$ cat config.mk
export PLATFORM = sky130hd
export DESIGN_NAME = dccu_top
export DESIGN_NICKNAME = d
export VERILOG_FILES = /design/src/shared/dccu_pkg.sv /design/src/rtl/dccu_top.sv
export SDC_FILE = /design/constraint.sdc
export NUM_CORES = 1
export LEC_CHECK = 0
export CAP_MARGIN = 15
export CORE_ASPECT_RATIO = 0.7
export CORE_MARGIN = 5
export CORE_UTILIZATION = 45
export CTS_CLUSTER_DIAMETER = 60
export CTS_CLUSTER_SIZE = 12
export DETAILED_ROUTE_END_ITERATION = 12
export DONT_BUFFER_PORTS = 1
export SETUP_SLACK_MARGIN = 0.05
export SLEW_MARGIN = 20
export SYNTH_ARGS = -nofsm -noshare
export SYNTH_HDL_FRONTEND = slang
export SYNTH_SLANG_ARGS = --single-unit
$ cat constraint.sdc
create_clock -name clk_sys_i -period 5.1 [get_ports clk_sys_i]
set_clock_uncertainty 0.15 [all_clocks]
set_input_delay 0.255 -clock clk_sys_i [delete_from_list [all_inputs] [get_ports clk_sys_i]]
set_output_delay 0.255 -clock clk_sys_i [all_outputs]
set_load 0.02 [all_outputs]
$ cat src/shared/dccu_pkg.sv
// constants, register map and carriers for the dual capture/compare unit
// assumes one 125 MHz clock; the timer and A/D sit outside the block
// Summary of operation
// - each channel holds two value bytes
// - codes 0100-0111 select capture edge prescale
// - code 1000 drives output high on match
// - code 1001 drives output low on match
// - code 1010 sets flag only, pin unchanged
// - code 1011 pulses hardware trigger on match
// - codes 11xx are PWM with duty bits
// - capture copies timer and sets flag
// - hardware never clears the event flag
// - new capture overwrites unread value
// - edges seen even when pin drives out
// - prescaler cleared when off or not capture
// - prescale change keeps counter, may flag falsely
// - compare every cycle, pin and flag together
// - writing zero control forces output latch low
// - channel one trigger clears the timer
// - channel two trigger clears timer, starts conversion
// - trigger clear never sets overflow flag
// - both PWM channels share eight-bit time-base
// - software timer write beats trigger clear
package dccu_pkg;
   // register indices; byte address is four times the index
   localparam logic [7:0] DCCU_IDX_ONE_LOW = 8'h15;
   localparam logic [7:0] DCCU_IDX_ONE_HIGH = 8'h16;
   localparam logic [7:0] DCCU_IDX_ONE_CTRL = 8'h17;
   localparam logic [7:0] DCCU_IDX_TWO_LOW = 8'h1b;
   localparam logic [7:0] DCCU_IDX_TWO_HIGH = 8'h1c;
   localparam logic [7:0] DCCU_IDX_TWO_CTRL = 8'h1d;
   // own status register: flags, write one to clear
   localparam logic [7:0] DCCU_IDX_FLAGS = 8'h20;
   localparam int DCCU_AW = 10;
   localparam logic [7:0] DCCU_CTRL_RESET = 8'h00;
   localparam logic [7:0] DCCU_CTRL_MASK = 8'h3f;
   localparam int DCCU_DUTY_HI = 5;
   localparam int DCCU_DUTY_LO = 4;
   localparam logic [3:0] DCCU_PRE4 = 4'h3;
   localparam logic [3:0] DCCU_PRE16 = 4'hf;
   localparam logic [3:0] DCCU_PRE_ZERO = 4'h0;
   localparam logic [3:0] DCCU_PRE_ONE = 4'h1;
   localparam logic [1:0] DCCU_CH_ONE = 2'h1;
   localparam logic [1:0] DCCU_CH_TWO = 2'h2;

   typedef enum logic [3:0] {
      DCCU_M_OFF = 4'b0000,
      DCCU_M_CAP_FALL = 4'b0100,
      DCCU_M_CAP_RISE = 4'b0101,
      DCCU_M_CAP_R4 = 4'b0110,
      DCCU_M_CAP_R16 = 4'b0111,
      DCCU_M_CMP_HIGH = 4'b1000,
      DCCU_M_CMP_LOW = 4'b1001,
      DCCU_M_CMP_FLAG = 4'b1010,
      DCCU_M_CMP_TRIG = 4'b1011
   } dccu_mode_e;

   // register bus request
   typedef struct packed {
      logic [DCCU_AW-1:0] addr;
      logic [7:0] wdata;
      logic wr;
      logic rd;
   } dccu_bus_s;
endpackage

$ cat src/rtl/dccu_top.sv
// dual capture/compare unit: two channels, register port, timer hooks
// assumes the timer value arrives on the system clock, pins are async
module dccu_top
   import dccu_pkg::*;
(
   input wire logic clk_sys_i,
   input wire logic rstn_i,
   input wire dccu_bus_s bus_i,
   output logic [7:0] rdata_o,
   input wire logic [15:0] timer_i,
   input wire logic timer_wr_i,
   input wire logic adc_en_i,
   input wire logic [1:0] pin_i,
   output logic [1:0] cmp_out_o,
   output logic [1:0] flag_o,
   output logic timer_clr_o,
   output logic adc_start_o,
   output logic timer_ovf_block_o,
   output logic [1:0][9:0] pwm_duty_o
);

   // ------------------------------------------------------------
   // helpers
   // ------------------------------------------------------------
   function automatic logic is_cap(input logic [3:0] m);
      is_cap = (m[3:2] == 2'b01);
   endfunction

   function automatic logic is_cmp(input logic [3:0] m);
      is_cmp = (m[3:2] == 2'b10);
   endfunction

   logic [1:0][7:0] ctrl_r;
   logic [1:0][7:0] low_r;
   logic [1:0][7:0] high_r;
   logic [1:0] flag_r;
   logic [1:0] out_r;
   logic [1:0][3:0] pre_r;
   logic [1:0] s1_r, s2_r, s3_r;
   logic [1:0] lvl_r;
   logic [1:0] trig;
   logic [1:0] hit;
   logic [1:0] ev;
   logic [1:0] wr_ctrl, wr_low, wr_high;
   logic [7:0] rd_nxt;
   logic flag_clr;

   // ------------------------------------------------------------
   // address decode
   // ------------------------------------------------------------
   assign wr_ctrl[0] = bus_i.wr && bus_i.addr == {DCCU_IDX_ONE_CTRL, 2'b00};
   assign wr_ctrl[1] = bus_i.wr && bus_i.addr == {DCCU_IDX_TWO_CTRL, 2'b00};
   assign wr_low[0] = bus_i.wr && bus_i.addr == {DCCU_IDX_ONE_LOW, 2'b00};
   assign wr_low[1] = bus_i.wr && bus_i.addr == {DCCU_IDX_TWO_LOW, 2'b00};
   assign wr_high[0] = bus_i.wr && bus_i.addr == {DCCU_IDX_ONE_HIGH, 2'b00};
   assign wr_high[1] = bus_i.wr && bus_i.addr == {DCCU_IDX_TWO_HIGH, 2'b00};
   assign flag_clr = bus_i.wr && bus_i.addr == {DCCU_IDX_FLAGS, 2'b00};

   // ------------------------------------------------------------
   // pin synchroniser, three stages; change counts when 2 and 3 agree
   // ------------------------------------------------------------
   // edges watched regardless of pin direction
   always_ff @(posedge clk_sys_i or negedge rstn_i) begin
      if (!rstn_i) begin
         s1_r <= '0;
         s2_r <= '0;
         s3_r <= '0;
         lvl_r <= '0;
      end else begin
         s1_r <= pin_i;
         s2_r <= s1_r;
         s3_r <= s2_r;
         for (int i = 0; i < 2; i++) begin
            if (s2_r[i] == s3_r[i]) begin
               lvl_r[i] <= s3_r[i];
            end
         end
      end
   end

   // ------------------------------------------------------------
   // per-channel event decode
   // ------------------------------------------------------------
   always_comb begin
      for (int i = 0; i < 2; i++) begin
         logic rise, fall;
         rise = (s2_r[i] == s3_r[i]) && s3_r[i] && !lvl_r[i];
         fall = (s2_r[i] == s3_r[i]) && !s3_r[i] && lvl_r[i];
         ev[i] = 1'b0;
         // prescaled edge selection
         unique case (ctrl_r[i][3:0])
            DCCU_M_CAP_FALL: ev[i] = fall;
            DCCU_M_CAP_RISE: ev[i] = rise;
            DCCU_M_CAP_R4: ev[i] = rise && pre_r[i][1:0] == DCCU_PRE4[1:0];
            DCCU_M_CAP_R16: ev[i] = rise && pre_r[i] == DCCU_PRE16;
            default: ev[i] = 1'b0;
         endcase
         // full 16-bit compare each cycle
         hit[i] = is_cmp(ctrl_r[i][3:0]) &&
            {high_r[i], low_r[i]} == timer_i;
         trig[i] = hit[i] && ctrl_r[i][3:0] == DCCU_M_CMP_TRIG;
      end
   end

   // ------------------------------------------------------------
   // capture prescaler counter
   // ------------------------------------------------------------
   // cleared when off or not capturing; kept across prescale change
   always_ff @(posedge clk_sys_i or negedge rstn_i) begin
      if (!rstn_i) begin
         pre_r <= '0;
      end else begin
         for (int i = 0; i < 2; i++) begin
            if (!is_cap(ctrl_r[i][3:0])) begin
               pre_r[i] <= DCCU_PRE_ZERO;
            end else if ((s2_r[i] == s3_r[i]) && s3_r[i] && !lvl_r[i]) begin
               pre_r[i] <= pre_r[i] + DCCU_PRE_ONE;
            end
         end
      end
   end

   // ------------------------------------------------------------
   // control and value registers
   // ------------------------------------------------------------
   always_ff @(posedge clk_sys_i or negedge rstn_i) begin
      if (!rstn_i) begin
         ctrl_r <= '0;
         low_r <= '0;
         high_r <= '0;
      end else begin
         for (int i = 0; i < 2; i++) begin
            if (wr_ctrl[i]) begin
               ctrl_r[i] <= bus_i.wdata & DCCU_CTRL_MASK;
            end
            // capture wins over a software byte write
            if (ev[i]) begin
               {high_r[i], low_r[i]} <= timer_i;
            end else begin
               if (wr_low[i]) begin
                  low_r[i] <= bus_i.wdata;
               end
               // high byte read-only while in PWM
               if (wr_high[i] && ctrl_r[i][3:2] != 2'b11) begin
                  high_r[i] <= bus_i.wdata;
               end
            end
         end
      end
   end

   // ------------------------------------------------------------
   // event flags: set beats clear, only software clears
   // ------------------------------------------------------------
   always_ff @(posedge clk_sys_i or negedge rstn_i) begin
      if (!rstn_i) begin
         flag_r <= '0;
      end else begin
         for (int i = 0; i < 2; i++) begin
            if (ev[i] || hit[i]) begin
               flag_r[i] <= 1'b1;
            end else if (flag_clr && bus_i.wdata[i]) begin
               flag_r[i] <= 1'b0;
            end
         end
      end
   end

   // ------------------------------------------------------------
   // compare output latch
   // ------------------------------------------------------------
   always_ff @(posedge clk_sys_i or negedge rstn_i) begin
      if (!rstn_i) begin
         out_r <= '0;
      end else begin
         for (int i = 0; i < 2; i++) begin
            if (wr_ctrl[i] && bus_i.wdata == DCCU_CTRL_RESET) begin
               out_r[i] <= 1'b0;
            end else if (hit[i] && ctrl_r[i][3:0] == DCCU_M_CMP_HIGH) begin
               out_r[i] <= 1'b1;
            end else if (hit[i] && ctrl_r[i][3:0] == DCCU_M_CMP_LOW) begin
               out_r[i] <= 1'b0;
            end
            // flag-only and trigger modes leave the latch
         end
      end
   end

   // ------------------------------------------------------------
   // trigger outputs toward timer and converter
   // ------------------------------------------------------------
   // a same-cycle timer write wins, so the clear is withheld
   always_ff @(posedge clk_sys_i or negedge rstn_i) begin
      if (!rstn_i) begin
         timer_clr_o <= 1'b0;
         adc_start_o <= 1'b0;
         timer_ovf_block_o <= 1'b0;
      end else begin
         timer_clr_o <= (|trig) && !timer_wr_i;
         adc_start_o <= trig[1] && adc_en_i;
         timer_ovf_block_o <= |trig;
      end
   end

   // ------------------------------------------------------------
   // outputs and read port
   // ------------------------------------------------------------
   always_comb begin
      rd_nxt = 8'h00;
      unique case (bus_i.addr)
         {DCCU_IDX_ONE_LOW, 2'b00}: rd_nxt = low_r[0];
         {DCCU_IDX_ONE_HIGH, 2'b00}: rd_nxt = high_r[0];
         {DCCU_IDX_ONE_CTRL, 2'b00}: rd_nxt = ctrl_r[0];
         {DCCU_IDX_TWO_LOW, 2'b00}: rd_nxt = low_r[1];
         {DCCU_IDX_TWO_HIGH, 2'b00}: rd_nxt = high_r[1];
         {DCCU_IDX_TWO_CTRL, 2'b00}: rd_nxt = ctrl_r[1];
         {DCCU_IDX_FLAGS, 2'b00}: rd_nxt = {6'h00, flag_r};
         default: rd_nxt = 8'h00;
      endcase
   end

   // each channel forms its own duty word from its low byte and control bits 5:4
   always_ff @(posedge clk_sys_i or negedge rstn_i) begin
      if (!rstn_i) begin
         rdata_o <= '0;
         cmp_out_o <= '0;
         flag_o <= '0;
         pwm_duty_o <= '0;
      end else begin
         rdata_o <= bus_i.rd ? rd_nxt : 8'h00;
         cmp_out_o <= out_r;
         flag_o <= flag_r;
         for (int i = 0; i < 2; i++) begin
            pwm_duty_o[i] <= {low_r[i],
               ctrl_r[i][DCCU_DUTY_HI], ctrl_r[i][DCCU_DUTY_LO]};
         end
      end
   end
endmodule

-- Yosys cells after proc, flatten, opt, wreduce, memory -nomap -nowiden
Cells that the tools add are included.
- register bits after elaboration: 99
- memories: 0
- ROM bits: 0
- latch bits: 0
- output and inout bits: 35
- memory bits (writable): 0
- $lt $le $gt $ge: 0
- add/subtract/negate cells: 2
- divide/modulo/power cells: 0
- multipliers: 0
- eq/ne operators: 37
- reduce and logical (&&, ||, !) cells: 52
- muxes and demuxes: 26
- bitwise logic cells: 0
- shifts and indexed selects: 0
- operators by type and width (cell ; count):
    $mux 8 ; 9
    $eq 10x7->1 const B ; 6
    $pmux 8 s7 ; 1
    $logic_and 1x1->1 ; 35
    $eq 16x16->1 ; 2
    $eq 4x3->1 const B ; 8
    $eq 4x4->1 const B ; 8
    $mux 4 ; 4
    $reduce_bool 2->1 ; 6
    $eq 10x8->1 const B ; 1
    $mux 1 ; 10
    $add 4x1->4 const B ; 2
    $eq 2x2->1 const B ; 4
    $logic_not 8->1 ; 1
    $ne 2x2->1 const B ; 4
    $pmux 1 s4 ; 2
    $reduce_bool 3->1 ; 2
    $logic_not 1->1 ; 5
    $eq 2x1->1 const B ; 2
    $eq 1x1->1 ; 2
    $logic_or 1x1->1 ; 2
    $reduce_or 2->1 ; 1

-- Longest topological paths before layout
Gate-level depths: netlist of run 1.
- depth in word-level cells: 7
- mapped depth: 8
- gate-level depth less buffers: 7

-- Least setup slack after synthesis of run 1
No wires, ideal clock.
- path kind: in2reg
- start point: input port bus_i[11] (netlist bit)
- end point: register ctrl_r[0] (netlist bit)
- setup slack: 2882 ps
- stages: 6
- arrival: 1943 ps
- cells stage by stage: or4_4 > buf_6 > nor4_4 > and3_1 > buf_4 > mux2_2
- word-level cells in the longest chain between the ends: 2
- RTL lines (what ; line ; text):
    start, declared ; dccu_top.sv:8 ; input wire dccu_bus_s bus_i,
    $eq 10x7->1 ; dccu_top.sv:51 ; assign wr_ctrl[0] = bus_i.wr && bus_i.addr == {DCCU_IDX_ONE_CTRL, 2'b00};
    $logic_and 1x1->1 ; dccu_top.sv:51 ;
    end signal, assigned by index ; dccu_top.sv:134 ; ctrl_r[i] <= bus_i.wdata & DCCU_CTRL_MASK;
    end, declared ; dccu_top.sv:33 ; logic [1:0][7:0] ctrl_r;
Every way passes these cells.
A chain may end at the register's enable or synchronous reset.

-- Worst setup path in the final report of run 1
- start point: register s2_r[0]
- end point: register high_r[7] (netlist bit)
- word-level cells in the longest chain between the ends: 6
- elaborated cells between the ends (all ways): 10
- classes of those cells: 1 x eq/ne; 2 x mux; 7 x reduce/logical
- RTL lines (what ; line ; text):
    start, declared ; dccu_top.sv:39 ; logic [1:0] s1_r, s2_r, s3_r;
    start signal, assigned ; dccu_top.sv:71 ; s2_r <= s1_r;
    $eq 1x1->1 * ; dccu_top.sv:87, dccu_top.sv:88 ;
    $logic_and 1x1->1 (2 in series) ; dccu_top.sv:87 ; rise = (s2_r[i] == s3_r[i]) && s3_r[i] && !lvl_r[i];
    $logic_and 1x1->1 (on tied branches) ; dccu_top.sv:95, dccu_top.sv:94 ;
    $pmux 1 s4 * ; dccu_top.sv:91 ; unique case (ctrl_r[i][3:0])
    $mux 8 or $reduce_bool 2->1 (tied branches) ; n/a ;
    end signal, assigned by index ; dccu_top.sv:138 ; {high_r[i], low_r[i]} <= timer_i;
    end signal, assigned by index ; dccu_top.sv:145 ; high_r[i] <= bus_i.wdata;
    end, declared ; dccu_top.sv:35 ; logic [1:0][7:0] high_r;
Mark *: on every way between the ends. The rest lies on a longest branch, timed or not.

==> results.md, run 1 <==
- Util after Layout: 54.0%
- Nets: 509
- Io pins: 77
- First-pass GRT wire length: 20300 um
- Logic gate share of total power: 7.8%
- Seq pwr share: 50.1%
- Filler cells: 926
- Detailed placement HPWL: 8390 um
- Post-synth EDFFs: 0
- Syn_area_per_cell: 11.2 um2
- Wire per inst: 21.3 um
- GP Congestion: 0.890
- Initial antenna violation count: 0
- Slew @ Worst Pin: 1080 ps
- Worst r2r dst: high_r[7]$_DFFE_PN0P_
- H-tree depth: 3
- Die X: 133 um
- Clk pin slew, worst setup/hold paths: 70 ps
- Post-Place Cells: 544
- Crit Path Max Fanout: 33
- Max-slew violation count: 0
- Final worst slack: 2510 ps
- Internal power: 1.27 mW
- Worst r2r src: s2_r[0]$_DFF_PN0_
- Power Total: 1.68 mW
- Clock buffer depth: 2
- Initial drt markers: 280
- Power Dens Cells: 302 nW/um2
- DRC: 0
- Syn Std Cell Area: 4750 um2
- Num Clock Sinks: 99
- Finished Cell Area: 5570 um2
- ANT nets after route: 0
- Die area: 12800 um2
- Post-synthesis instance total: 425
- Asr flop ratio synth: 100%
- Peak VDD IR: 165 uV
- Count leader, synth: dfrtp_1
- Peak Freq: 385 MHz
- Switch share: 24.4%
- Core Rows: 31
- Hold wc startpoint: bus_i[12]
- Setup TNS: 0 ps
- Status: completed
- RSZ-0062 raised after global routing: no
- Synth area leaders: dfrtp_1, mux2i_1, xnor2_1
- Drt first pass iters: 5
- Congestion Overflow GR: 0
- Clk pwr share: 42.1%
- Worst path cell trace: ha_1, nor2b_1, and4b_1, o21bai_2, buf_4, nor2_1, a21oi_1, dlygate4sd3_1
- Area leader, netlist: dfrtp_1
- Pin count of the biggest net entering global routing: 100
- Resized Gates After CTS: 0
- R2R depth: 8
- CP startpoint kind: flip-flop
- CTS tree: done
- Slew HR: 28.1%
- Root buf cell: clkbuf_16
- Vias in the first global route: 3388
- Synth cell types: 48
- Hold path depth: 2
- Slowest-stage cell, CP: dlygate4sd3_1
- Leak pwr: 2.52 nW
- Global Route Usage Sum: 21.2%
- Synth cell count leaders: dfrtp_1, nor2_1, a21oi_1
- Worst EP arrival: 2680 ps
- Hold Path End: ctrl_r[9]$_DFFE_PN0P_
- Fin Hold WS: 59.8 ps
- Layout cells sized above 1: 10.3%
- Final cycle utilization of the critical path: 50.9%
- Post-CTS Setup Inserts: 0
- CP Capture Type: flip-flop
- Worst path max stage delay: 570 ps
- Yosys reg bits: 99
- Flop2flop setup slack: 2510 ps
- Psw: 0.410 mW
- Total CTS buffers: 9
- Min Tclk post-route: 2590 ps
- # Max-Cap Violations: 0
- Syn_nets: 473
- Hold Path Class: input pin to flip-flop
- CP required: 5180 ps
- Die Y-Extent: 96 um
- Worst setup path category: flip-flop to flip-flop
- Routed WL: 12700 um
- Placed instance area: 4870 um2
- Core Box Area: 10300 um2
- Final hold viol count: 0
- Yosys warning count: 0
- Top FF cell, synth: dfrtp_1
- Final Non-Filler Cells: 598
- Top-area cell type share of the netlist area: 52.1%
- Diodes inserted: 0
- Area Growth Syn to Fin: 17.2%
- Worst skew pair latency: 350 ps
- Vias post-DR: 3420
- Pre-CTS setup slack: 2600 ps
- Register area share after synthesis: 52.1%
- Starting Density: 46.1%
- Vias per inst: 5.72
- Port bufs: 0
- Final setup fails: 0
==> layer usage <==
layer	share of wire [%]	routed length (um)	GRT usage, %	vias up
li1	-	-	-	1591
met1	47	6000	30.6	1704
met3	8.6	1100	6.64	15
met5	0	0	0	-
met4	1.4	172	6.40	0
met2	43	5460	30.4	110
==> timing repair <==
item | CTS | global route
endpoints found under the setup margin | 0 | 0
endpoints found under the hold margin | 151 | 0
hold buffers | 38 | 0
==> area by class of cell <==
type / instances / area [um2] / share of cell area [%]
sequential: 99 / 2480 / 44.5
multi-input combinational: 297 / 2160 / 38.7
timing repair buffer: 40 / 413 / 7.41
clock buffer: 10 / 239 / 4.29
tap: 132 / 165 / 2.96
clock inverter: 6 / 68.8 / 1.23
inverter: 14 / 52.6 / 0.943
==> worst max path at each step <==
stage	start	to	slack, ps
6_report	s2_r[0]$_DFF_PN0_	high_r[7]$_DFFE_PN0P_	2510
3_3_place_gp	bus_i[11]	ctrl_r[5]$_DFFE_PN0P_	2630
2_1_floorplan	bus_i[11]	ctrl_r[0]$_DFFE_PN0P_	2880
4_1_cts	s2_r[0]$_DFF_PN0_	high_r[7]$_DFFE_PN0P_	2570
3_5_place_dp	bus_i[11]	ctrl_r[5]$_DFFE_PN0P_	2600
5_1_grt	s2_r[0]$_DFF_PN0_	high_r[7]$_DFFE_PN0P_	2320
==> layout by cell type, fill, tap and decap left out, types with 2 or more instances in the layout <==
master,count
ha_1,6
dfrtp_1,99
a31oi_1,3
and4b_1,3
nand2_1,18
nor2_1,45
nor4_1,5
a21oi_1,44
nand2b_1,5
inv_6,3
a32oi_1,2
buf_4,2
a22oi_1,8
nor2b_1,5
nand4_4,2
dlygate4sd3_1,37
mux2i_1,35
inv_1,14
a22o_1,5
mux2_2,17
mux2_1,2
clkbuf_16,9
nand3_1,6
nand4_1,11
nor4_4,3
nand3b_1,5
xor2_1,10
xnor2_1,28
nand3_4,2
nor3_1,4
o21ai_0,7
==> power groups by stage <==
stage          Sequential, mW  Combinational, mW  Clock (mW)
2_1_floorplan           0.852             0.0750           0
3_3_place_gp            0.860             0.0794           0
3_5_place_dp            0.861             0.0807           0
4_1_cts                 0.846              0.131       0.720
5_1_grt                 0.849              0.144       0.757
6_report                0.845              0.131       0.709
==> flip-flops by register name (all words and copies together) (netlist names), 2 cells and up <==
name        flops
pwm_duty_o     20
pre_r           8
s1_r            2
flag_o          2
high_r         16
s2_r            2
out_r           2
cmp_out_o       2
flag_r          2
low_r          16
s3_r            2
lvl_r           2
ctrl_r         12
rdata_o         8
==> worst max-delay path: cells and delay by family, from the launching register on <==
kind,cells,cell delay (ps)
AOI/OAI and AO/OA,2,130
adders and majority gates,1,190
buffers and inverters,2,820
DFF,1,390
and+or+nand+nor,3,780
==> kinds of logic (layout without fill, tap and decap cells) <==
group	after synthesis	after routing	synth area share, %
DFF	99	99	52.1
AOI/OAI and AO/OA	80	80	10.2
xor gates and xnor gates	38	38	7.00
and+or+nand+nor	119	119	14.7
muxes	54	54	11.9
adders and majority gates	6	6	1.58
buffers and inverters	29	70	2.61
Power figures use the tool's default switching activity.
==> run 2, diff against run 1 <==
- clock period: 5.1 -> 2.7 ns (I/O delays scaled with it)
==> results.md, run 2 (same netlist as run 1, synthesis figures left out) <==
- Filler cells: 893 (-3.6%)
- Setup TNS: 0 ps (unchanged)
- Slew @ Worst Pin: 1080 ps (+4.39 ps)
- RSZ-0062 raised after global routing: no
- Port bufs: 0 (unchanged)
- Initial drt markers: 301 (+7.5%)
- Wire per inst: 21.5 um (+1.1%)
- Final setup fails: 0 (unchanged)
- Nets: 520 (+2.2%)
- Area Growth Syn to Fin: 18.6%
- Psw: 0.729 mW (+78%)
- Clk pwr share: 39.3% (-2.8 points)
- Io pins: 77 (unchanged)
- Peak VDD IR: 410 uV (+150%)
- Clock buffer depth: 2 (unchanged)
- Fin Hold WS: 15.3 ps (-44.6 ps)
- WP buf/inv: 2 (unchanged)
- Status: completed
- Util after Layout: 54.7% (+0.65 points)
- Worst r2r src: s2_r[0]$_DFF_PN0_
- CP Capture Type: flip-flop
- Slew HR: 27.8% (-0.29 points)
- Finished Cell Area: 5640 um2 (+1.2%)
- Worst setup path category: flip-flop to flip-flop
- Die area: 12800 um2 (unchanged)
- Root buf cell: clkbuf_16
- Seq pwr share: 52.3% (+2.2 points)
- Total CTS buffers: 9 (unchanged)
- Starting Density: 46.1% (unchanged)
- Vias per inst: 5.81 (+1.6%)
- Worst path cell trace: ha_1, nor2b_2, and4b_1, o21bai_2, buf_4, nor2_1, a21oi_1, dlygate4sd3_1
- Hold wc startpoint: bus_i[7]
- Placed instance area: 4920 um2 (+1.1%)
- Commonest non-fill, non-tap cells in the layout: dfrtp_1, nor2_1, a21oi_1
- Min Tclk post-route: 2460 ps (-131 ps)
- Post-Place Cells: 551 (+1.3%)
- Core Rows: 31 (unchanged)
- Switch share: 23.9% (-0.49 points)
- First-pass GRT wire length: 20400 um (+0.24%)
- Hold path depth: 3 (+1)
- FF/Latch Area: 2480 um2 (unchanged)
- Final hold viol count: 0 (unchanged)
- DRC: 0 (unchanged)
- Top sig layer: met4
- Multi-input gate area: 2160 um2 (+0.12%)
- Wire length on met2: 5830 um (+6.9%)
- Drt first pass iters: 5 (unchanged)
- Met1 Wirelength: 5970 um (-0.47%)
- Hold Path Class: input pin to flip-flop
- Die X: 133 um (unchanged)
- Congestion Overflow GR: 0 (unchanged)
- Max-slew violation count: 0 (unchanged)
- Crit Path Max Fanout: 33 (unchanged)
- Diodes inserted: 0 (unchanged)
- Layout cells sized above 1: 11.7% (+1.4 points)
- Most common cell after layout, fill and taps aside: dfrtp_1
- Most flops, register: pwm_duty_o
- Worst skew pair latency: 340 ps (about the same)
- CTS tree: done
- Final Non-Filler Cells: 609 (+1.8%)
- Crit path max-delay family: buffers and inverters
- Peak Freq: 406 MHz (+5.3%)
- Power Dens Cells: 542 nW/um2 (+79%)
- Pre-CTS setup slack: 379 ps (-2220 ps)
- Internal power: 2.33 mW (+82%)
- Initial antenna violation count: 0 (unchanged)
- Num Clock Sinks: 99 (unchanged)
- Clk pin slew, worst setup/hold paths: 60 ps (about the same)
- Vias in the first global route: 3576 (+5.5%)
- Worst EP arrival: 2590 ps (-90 ps)
- Die Y-Extent: 96 um (unchanged)
- Worst path max stage delay: 560 ps (about the same)
- ANT nets after route: 0 (unchanged)
- WP depth: 8 (unchanged)
- GP Congestion: 0.886 (-0.49%)
- R2R depth: 8 (unchanged)
- Largest regs: pwm_duty_o x20, high_r x16, low_r x16
- Routed WL: 13100 um (+2.9%)
- Leak pwr: 2.57 nW (+1.9%)
- CP startpoint: s2_r[0]$_DFF_PN0_
- Slowest-stage cell, CP: dlygate4sd3_1
- Post-CTS Setup Inserts: 0 (unchanged)
- Final worst slack: 237 ps (-2270 ps)
- Vias post-DR: 3537 (+3.4%)
- Pin count of the biggest net entering global routing: 100 (unchanged)
- CP startpoint kind: flip-flop
- Metal3 WL: 1180 um (+7.7%)
- Logic gate share of total power: 8.5% (+0.7 points)
- Power Total: 3.05 mW (+81%)
- Detailed placement HPWL: 8530 um (+1.6%)
- Global Route Usage Sum: 21.3% (+0.19 points)
- Number of flip-flops in the largest register: 20 (unchanged)
- # Max-Cap Violations: 0 (unchanged)
- Core Box Area: 10300 um2 (unchanged)
- H-tree depth: 3 (unchanged)
- Final cycle utilization of the critical path: 91.2% (+40 points)
- CP required: 2830 ps (-2350 ps)
[run 2: cell types whose count changed in the layout (fill, tap and decap cells not counted)]
cell and change:
buf_4 +7, bufinv_16 -1, clkbuf_8 +1, clkinv_2 +3, dlygate4sd3_1 +4, inv_6 -3, nor2b_1 -1, nor2b_2 +1
[run 2: timing repair]
item,4_1_cts,5_1_grt
setup endpoints to repair,0,2
gates resized for setup,0,1
hold buffers,42,0
hold endpoints to repair,155,0
[run 2: cell type report]
cell class	count	share of cell area (%)
well taps	132	2.93
clock buffers	11	4.48
flip-flops and latches	99	43.9
multi-input cells	297	38.3
inverters	14	0.932
clock inverters	5	0.488
repair buffers	51	8.96
[run 2: tightest hold or removal path: cells and delay by family]
| kind | cells | cell delay, ps |
|---|---|---|
| AO/OA/AOI/OAI | 1 | 150 |
| AND/OR/NAND/NOR | 2 | 190 |
[run 2: worst paths after layout]
kind	slack, ps	end
max	240	high_r[7]$_DFFE_PN0P_
min	20	out_r[1]$_DFFE_PN0P_
max reg2reg	240	high_r[7]$_DFFE_PN0P_
min reg2reg	190	s2_r[0]$_DFF_PN0_
max in group asynchronous	1780	pwm_duty_o[7]$_DFF_PN0_
min in group asynchronous	240	rdata_o[0]$_DFF_PN0_
[run 2: layer usage]
metal  vias to the layer above  GRT usage (%)
met5                         -              0
met4                         0           4.93
met3                        13           6.43
met2                       130           33.1
met1                      1791           29.7
li1                       1603              -
[run 2: power groups by stage]
stage	logic (mW)	registers (mW)	clock network, mW
after global placement	0.152	1.62	0
after detailed placement	0.157	1.62	0
after global routing	0.281	1.60	1.30
final	0.259	1.60	1.20
after CTS	0.258	1.60	1.23
after floorplan	0.142	1.61	0
==> run 3, diff against run 2 <==
- CELL_PAD_IN_SITES_DETAIL_PLACEMENT: unset -> 1
- CELL_PAD_IN_SITES_GLOBAL_PLACEMENT: unset -> 1
- CORE_UTILIZATION: 45 -> 46
- PLACE_DENSITY_LB_ADDON: unset -> 0.1
- REMOVE_ABC_BUFFERS: unset -> 1
==> results.md, run 3 (same netlist as run 1, synthesis figures left out) <==
- Final worst slack: 207 ps (-29.5 ps)
- Detailed placement HPWL: 9300 um (+9.0%)
- Vias post-DR: 3536 (-0.028%)
- Switch share: 25.3% (+1.5 points)
- CP startpoint kind: flip-flop
- Routed WL: 14400 um (+9.8%)
- Num Clock Sinks: 99 (unchanged)
- Psw: 0.786 mW (+7.7%)
- Placed instance area: 4930 um2 (+0.31%)
- Die Y-Extent: 95.1 um (-0.98%)
- Die X: 132 um (-1.0%)
- Initial drt markers: 235 (-22%)
- Slowest-stage cell, CP: dlygate4sd3_1
- Largest regs: pwm_duty_o x20, high_r x16, low_r x16
- Peak Freq: 401 MHz (-1.2%)
- Slew @ Worst Pin: 616 ps (-467 ps)
- H-tree depth: 3 (unchanged)
- Pre-CTS setup slack: 559 ps (+180 ps)
- Root buf cell: clkbuf_16
- Slew HR: 58.6% (+31 points)
- Clk pin slew, worst setup/hold paths: 70 ps (about the same)
- Finished Cell Area: 5670 um2 (+0.47%)
- Worst r2r dst: low_r[6]$_DFFE_PN0P_
- Most flops, register: pwm_duty_o
- Die area: 12500 um2 (-2.0%)
- Starting Density: 46.4% (+0.35 points)
- Power Dens Cells: 547 nW/um2 (+1.1%)
- Hold Path End: out_r[1]$_DFFE_PN0P_
- Worst path cell trace: ha_1, nor2b_2, and4b_1, o21bai_2, buf_6, nor2_1, a21oi_1, dlygate4sd3_1
- Flop2flop setup slack: 210 ps (-30 ps)
- Layout cells sized above 1: 12.1% (+0.37 points)
- Port bufs: 0 (unchanged)
- Worst r2r src: s2_r[0]$_DFF_PN0_
- Number of flip-flops in the largest register: 20 (unchanged)
- Worst EP arrival: 2620 ps (+30 ps)
- Vias in the first global route: 3934 (+10%)
- DRC: 0 (unchanged)
- CP Capture Type: flip-flop
- Final setup fails: 0 (unchanged)
- Logic gate share of total power: 8.4% (about the same)
- Clk pwr share: 40.0% (+0.7 points)
- CP required: 2830 ps (about the same)
- Max-slew violation count: 0 (unchanged)
- Nets: 522 (+0.38%)
- First-pass GRT wire length: 22700 um (+11%)
- Congestion Overflow GR: 0 (unchanged)
- Setup TNS: 0 ps (unchanged)
- Internal power: 2.32 mW (-0.38%)
- Hold Path Class: input pin to flip-flop
- RSZ-0062 raised after global routing: no
- Most common cell after layout, fill and taps aside: dfrtp_1
- Worst path max stage delay: 590 ps (+30 ps)
- Core Box Area: 10200 um2 (-0.75%)
- GP Congestion: 0.869 (-1.9%)
- Io pins: 77 (unchanged)
- R2R depth: 8 (unchanged)
- Crit Path Max Fanout: 33 (unchanged)
- Pin count of the biggest net entering global routing: 100 (unchanged)
- Core Rows: 31 (unchanged)
- Status: completed
- Worst skew pair latency: 350 ps (about the same)
- Drt first pass iters: 5 (unchanged)
- Wire per inst: 23.5 um (+9.4%)
- Post-CTS Setup Inserts: 0 (unchanged)
- Final cycle utilization of the critical path: 92.3% (+1.1 points)
- Worst setup path category: flip-flop to flip-flop
- ANT nets after route: 0 (unchanged)
- Area Growth Syn to Fin: 19.2%
- Total CTS buffers: 9 (unchanged)
- Global Route Usage Sum: 23.9% (+2.6 points)
- Leak pwr: 2.58 nW (+0.50%)
- Peak VDD IR: 340 uV (-17%)
- Initial antenna violation count: 1 (+1)
- Power Total: 3.10 mW (+1.6%)
- # Max-Cap Violations: 0 (unchanged)
- Fin Hold WS: 17.8 ps (+2.52 ps)
- Final hold viol count: 0 (unchanged)
- Seq pwr share: 51.5% (-0.8 points)
- Commonest non-fill, non-tap cells in the layout: dfrtp_1, nor2_1, a21oi_1
- Diodes inserted: 0 (unchanged)
- Min Tclk post-route: 2490 ps (+29.5 ps)
- Hold path depth: 2 (-1)
- Clock buffer depth: 2 (unchanged)
- Vias per inst: 5.79 (-0.36%)
- Hold wc startpoint: bus_i[15]
- CTS tree: done
[run 3: worst max-delay path, delay by kind of cell (launching register included)]
kind,cells,cell delay [ps]
AOI/OAI and AO/OA,2,290
adders and majority gates,1,220
buffers and inverters,2,880
DFF,1,410
and+or+nand+nor,3,460
[run 3: final cells by class]
cell class	instances	area, um2
Clock buffer	10	239
Tap cell	132	165
Timing Repair Buffer	53	524
Inverter	14	52.6
Fill cell	1079	4570
Clock inverter	6	48.8
Multi-Input combinational cell	297	2160
Sequential cell	99	2480
[run 3: power by group through the flow]
stage               combinational [mW]  sequential [mW]  clock, mW
floorplan                        0.127             1.61          0
global placement                 0.153             1.62          0
detailed placement               0.159             1.63          0
CTS                              0.260             1.60       1.27
global route                     0.288             1.60       1.34
finish                           0.262             1.60       1.24
[run 3: through the flow]
stage	util, %	instances
floorplan	-	410
global placement	48.2	553
detailed placement	48.2	553
CTS	55.3	611
global route	55.3	611
finish	55.3	611
[run 3: worst max path at each step]
| stage | from | to | slack [ps] | cells after the start |
|---|---|---|---|---|
| finish | s2_r[0]$_DFF_PN0_ | low_r[6]$_DFFE_PN0P_ | 210 | 8 |
| global route | s2_r[0]$_DFF_PN0_ | high_r[6]$_DFFE_PN0P_ | 110 | 8 |
| CTS | s2_r[0]$_DFF_PN0_ | low_r[6]$_DFFE_PN0P_ | 140 | 8 |
| detailed placement | low_r[13]$_DFFE_PN0P_ | timer_clr_o$_DFF_PN0_ | 560 | 6 |
| global placement | low_r[13]$_DFFE_PN0P_ | timer_clr_o$_DFF_PN0_ | 570 | 6 |
| floorplan | s2_r[0]$_DFF_PN0_ | flag_r[0]$_DFFE_PN0P_ | 130 | 5 |
[run 3: routing by layer]
| layer | wire [um] | part of all wire (%) | track usage, % | up-vias |
|---|---|---|---|---|
| li1 | - | - | - | 1612 |
| met1 | 6570 | 46 | 32.1 | 1785 |
| met2 | 6530 | 45 | 37.3 | 121 |
| met3 | 1100 | 7.7 | 8.33 | 16 |
| met4 | 172 | 1.2 | 6.68 | 2 |
| met5 | 7 | 0.049 | 0 | - |
[run 3: what timing repair did]
item | 4_1_cts | 5_1_grt
hold endpoints to repair | 156 | 0
resized for setup | 0 | 2
endpoints found under the setup margin | 0 | 3
hold buffers | 42 | 0
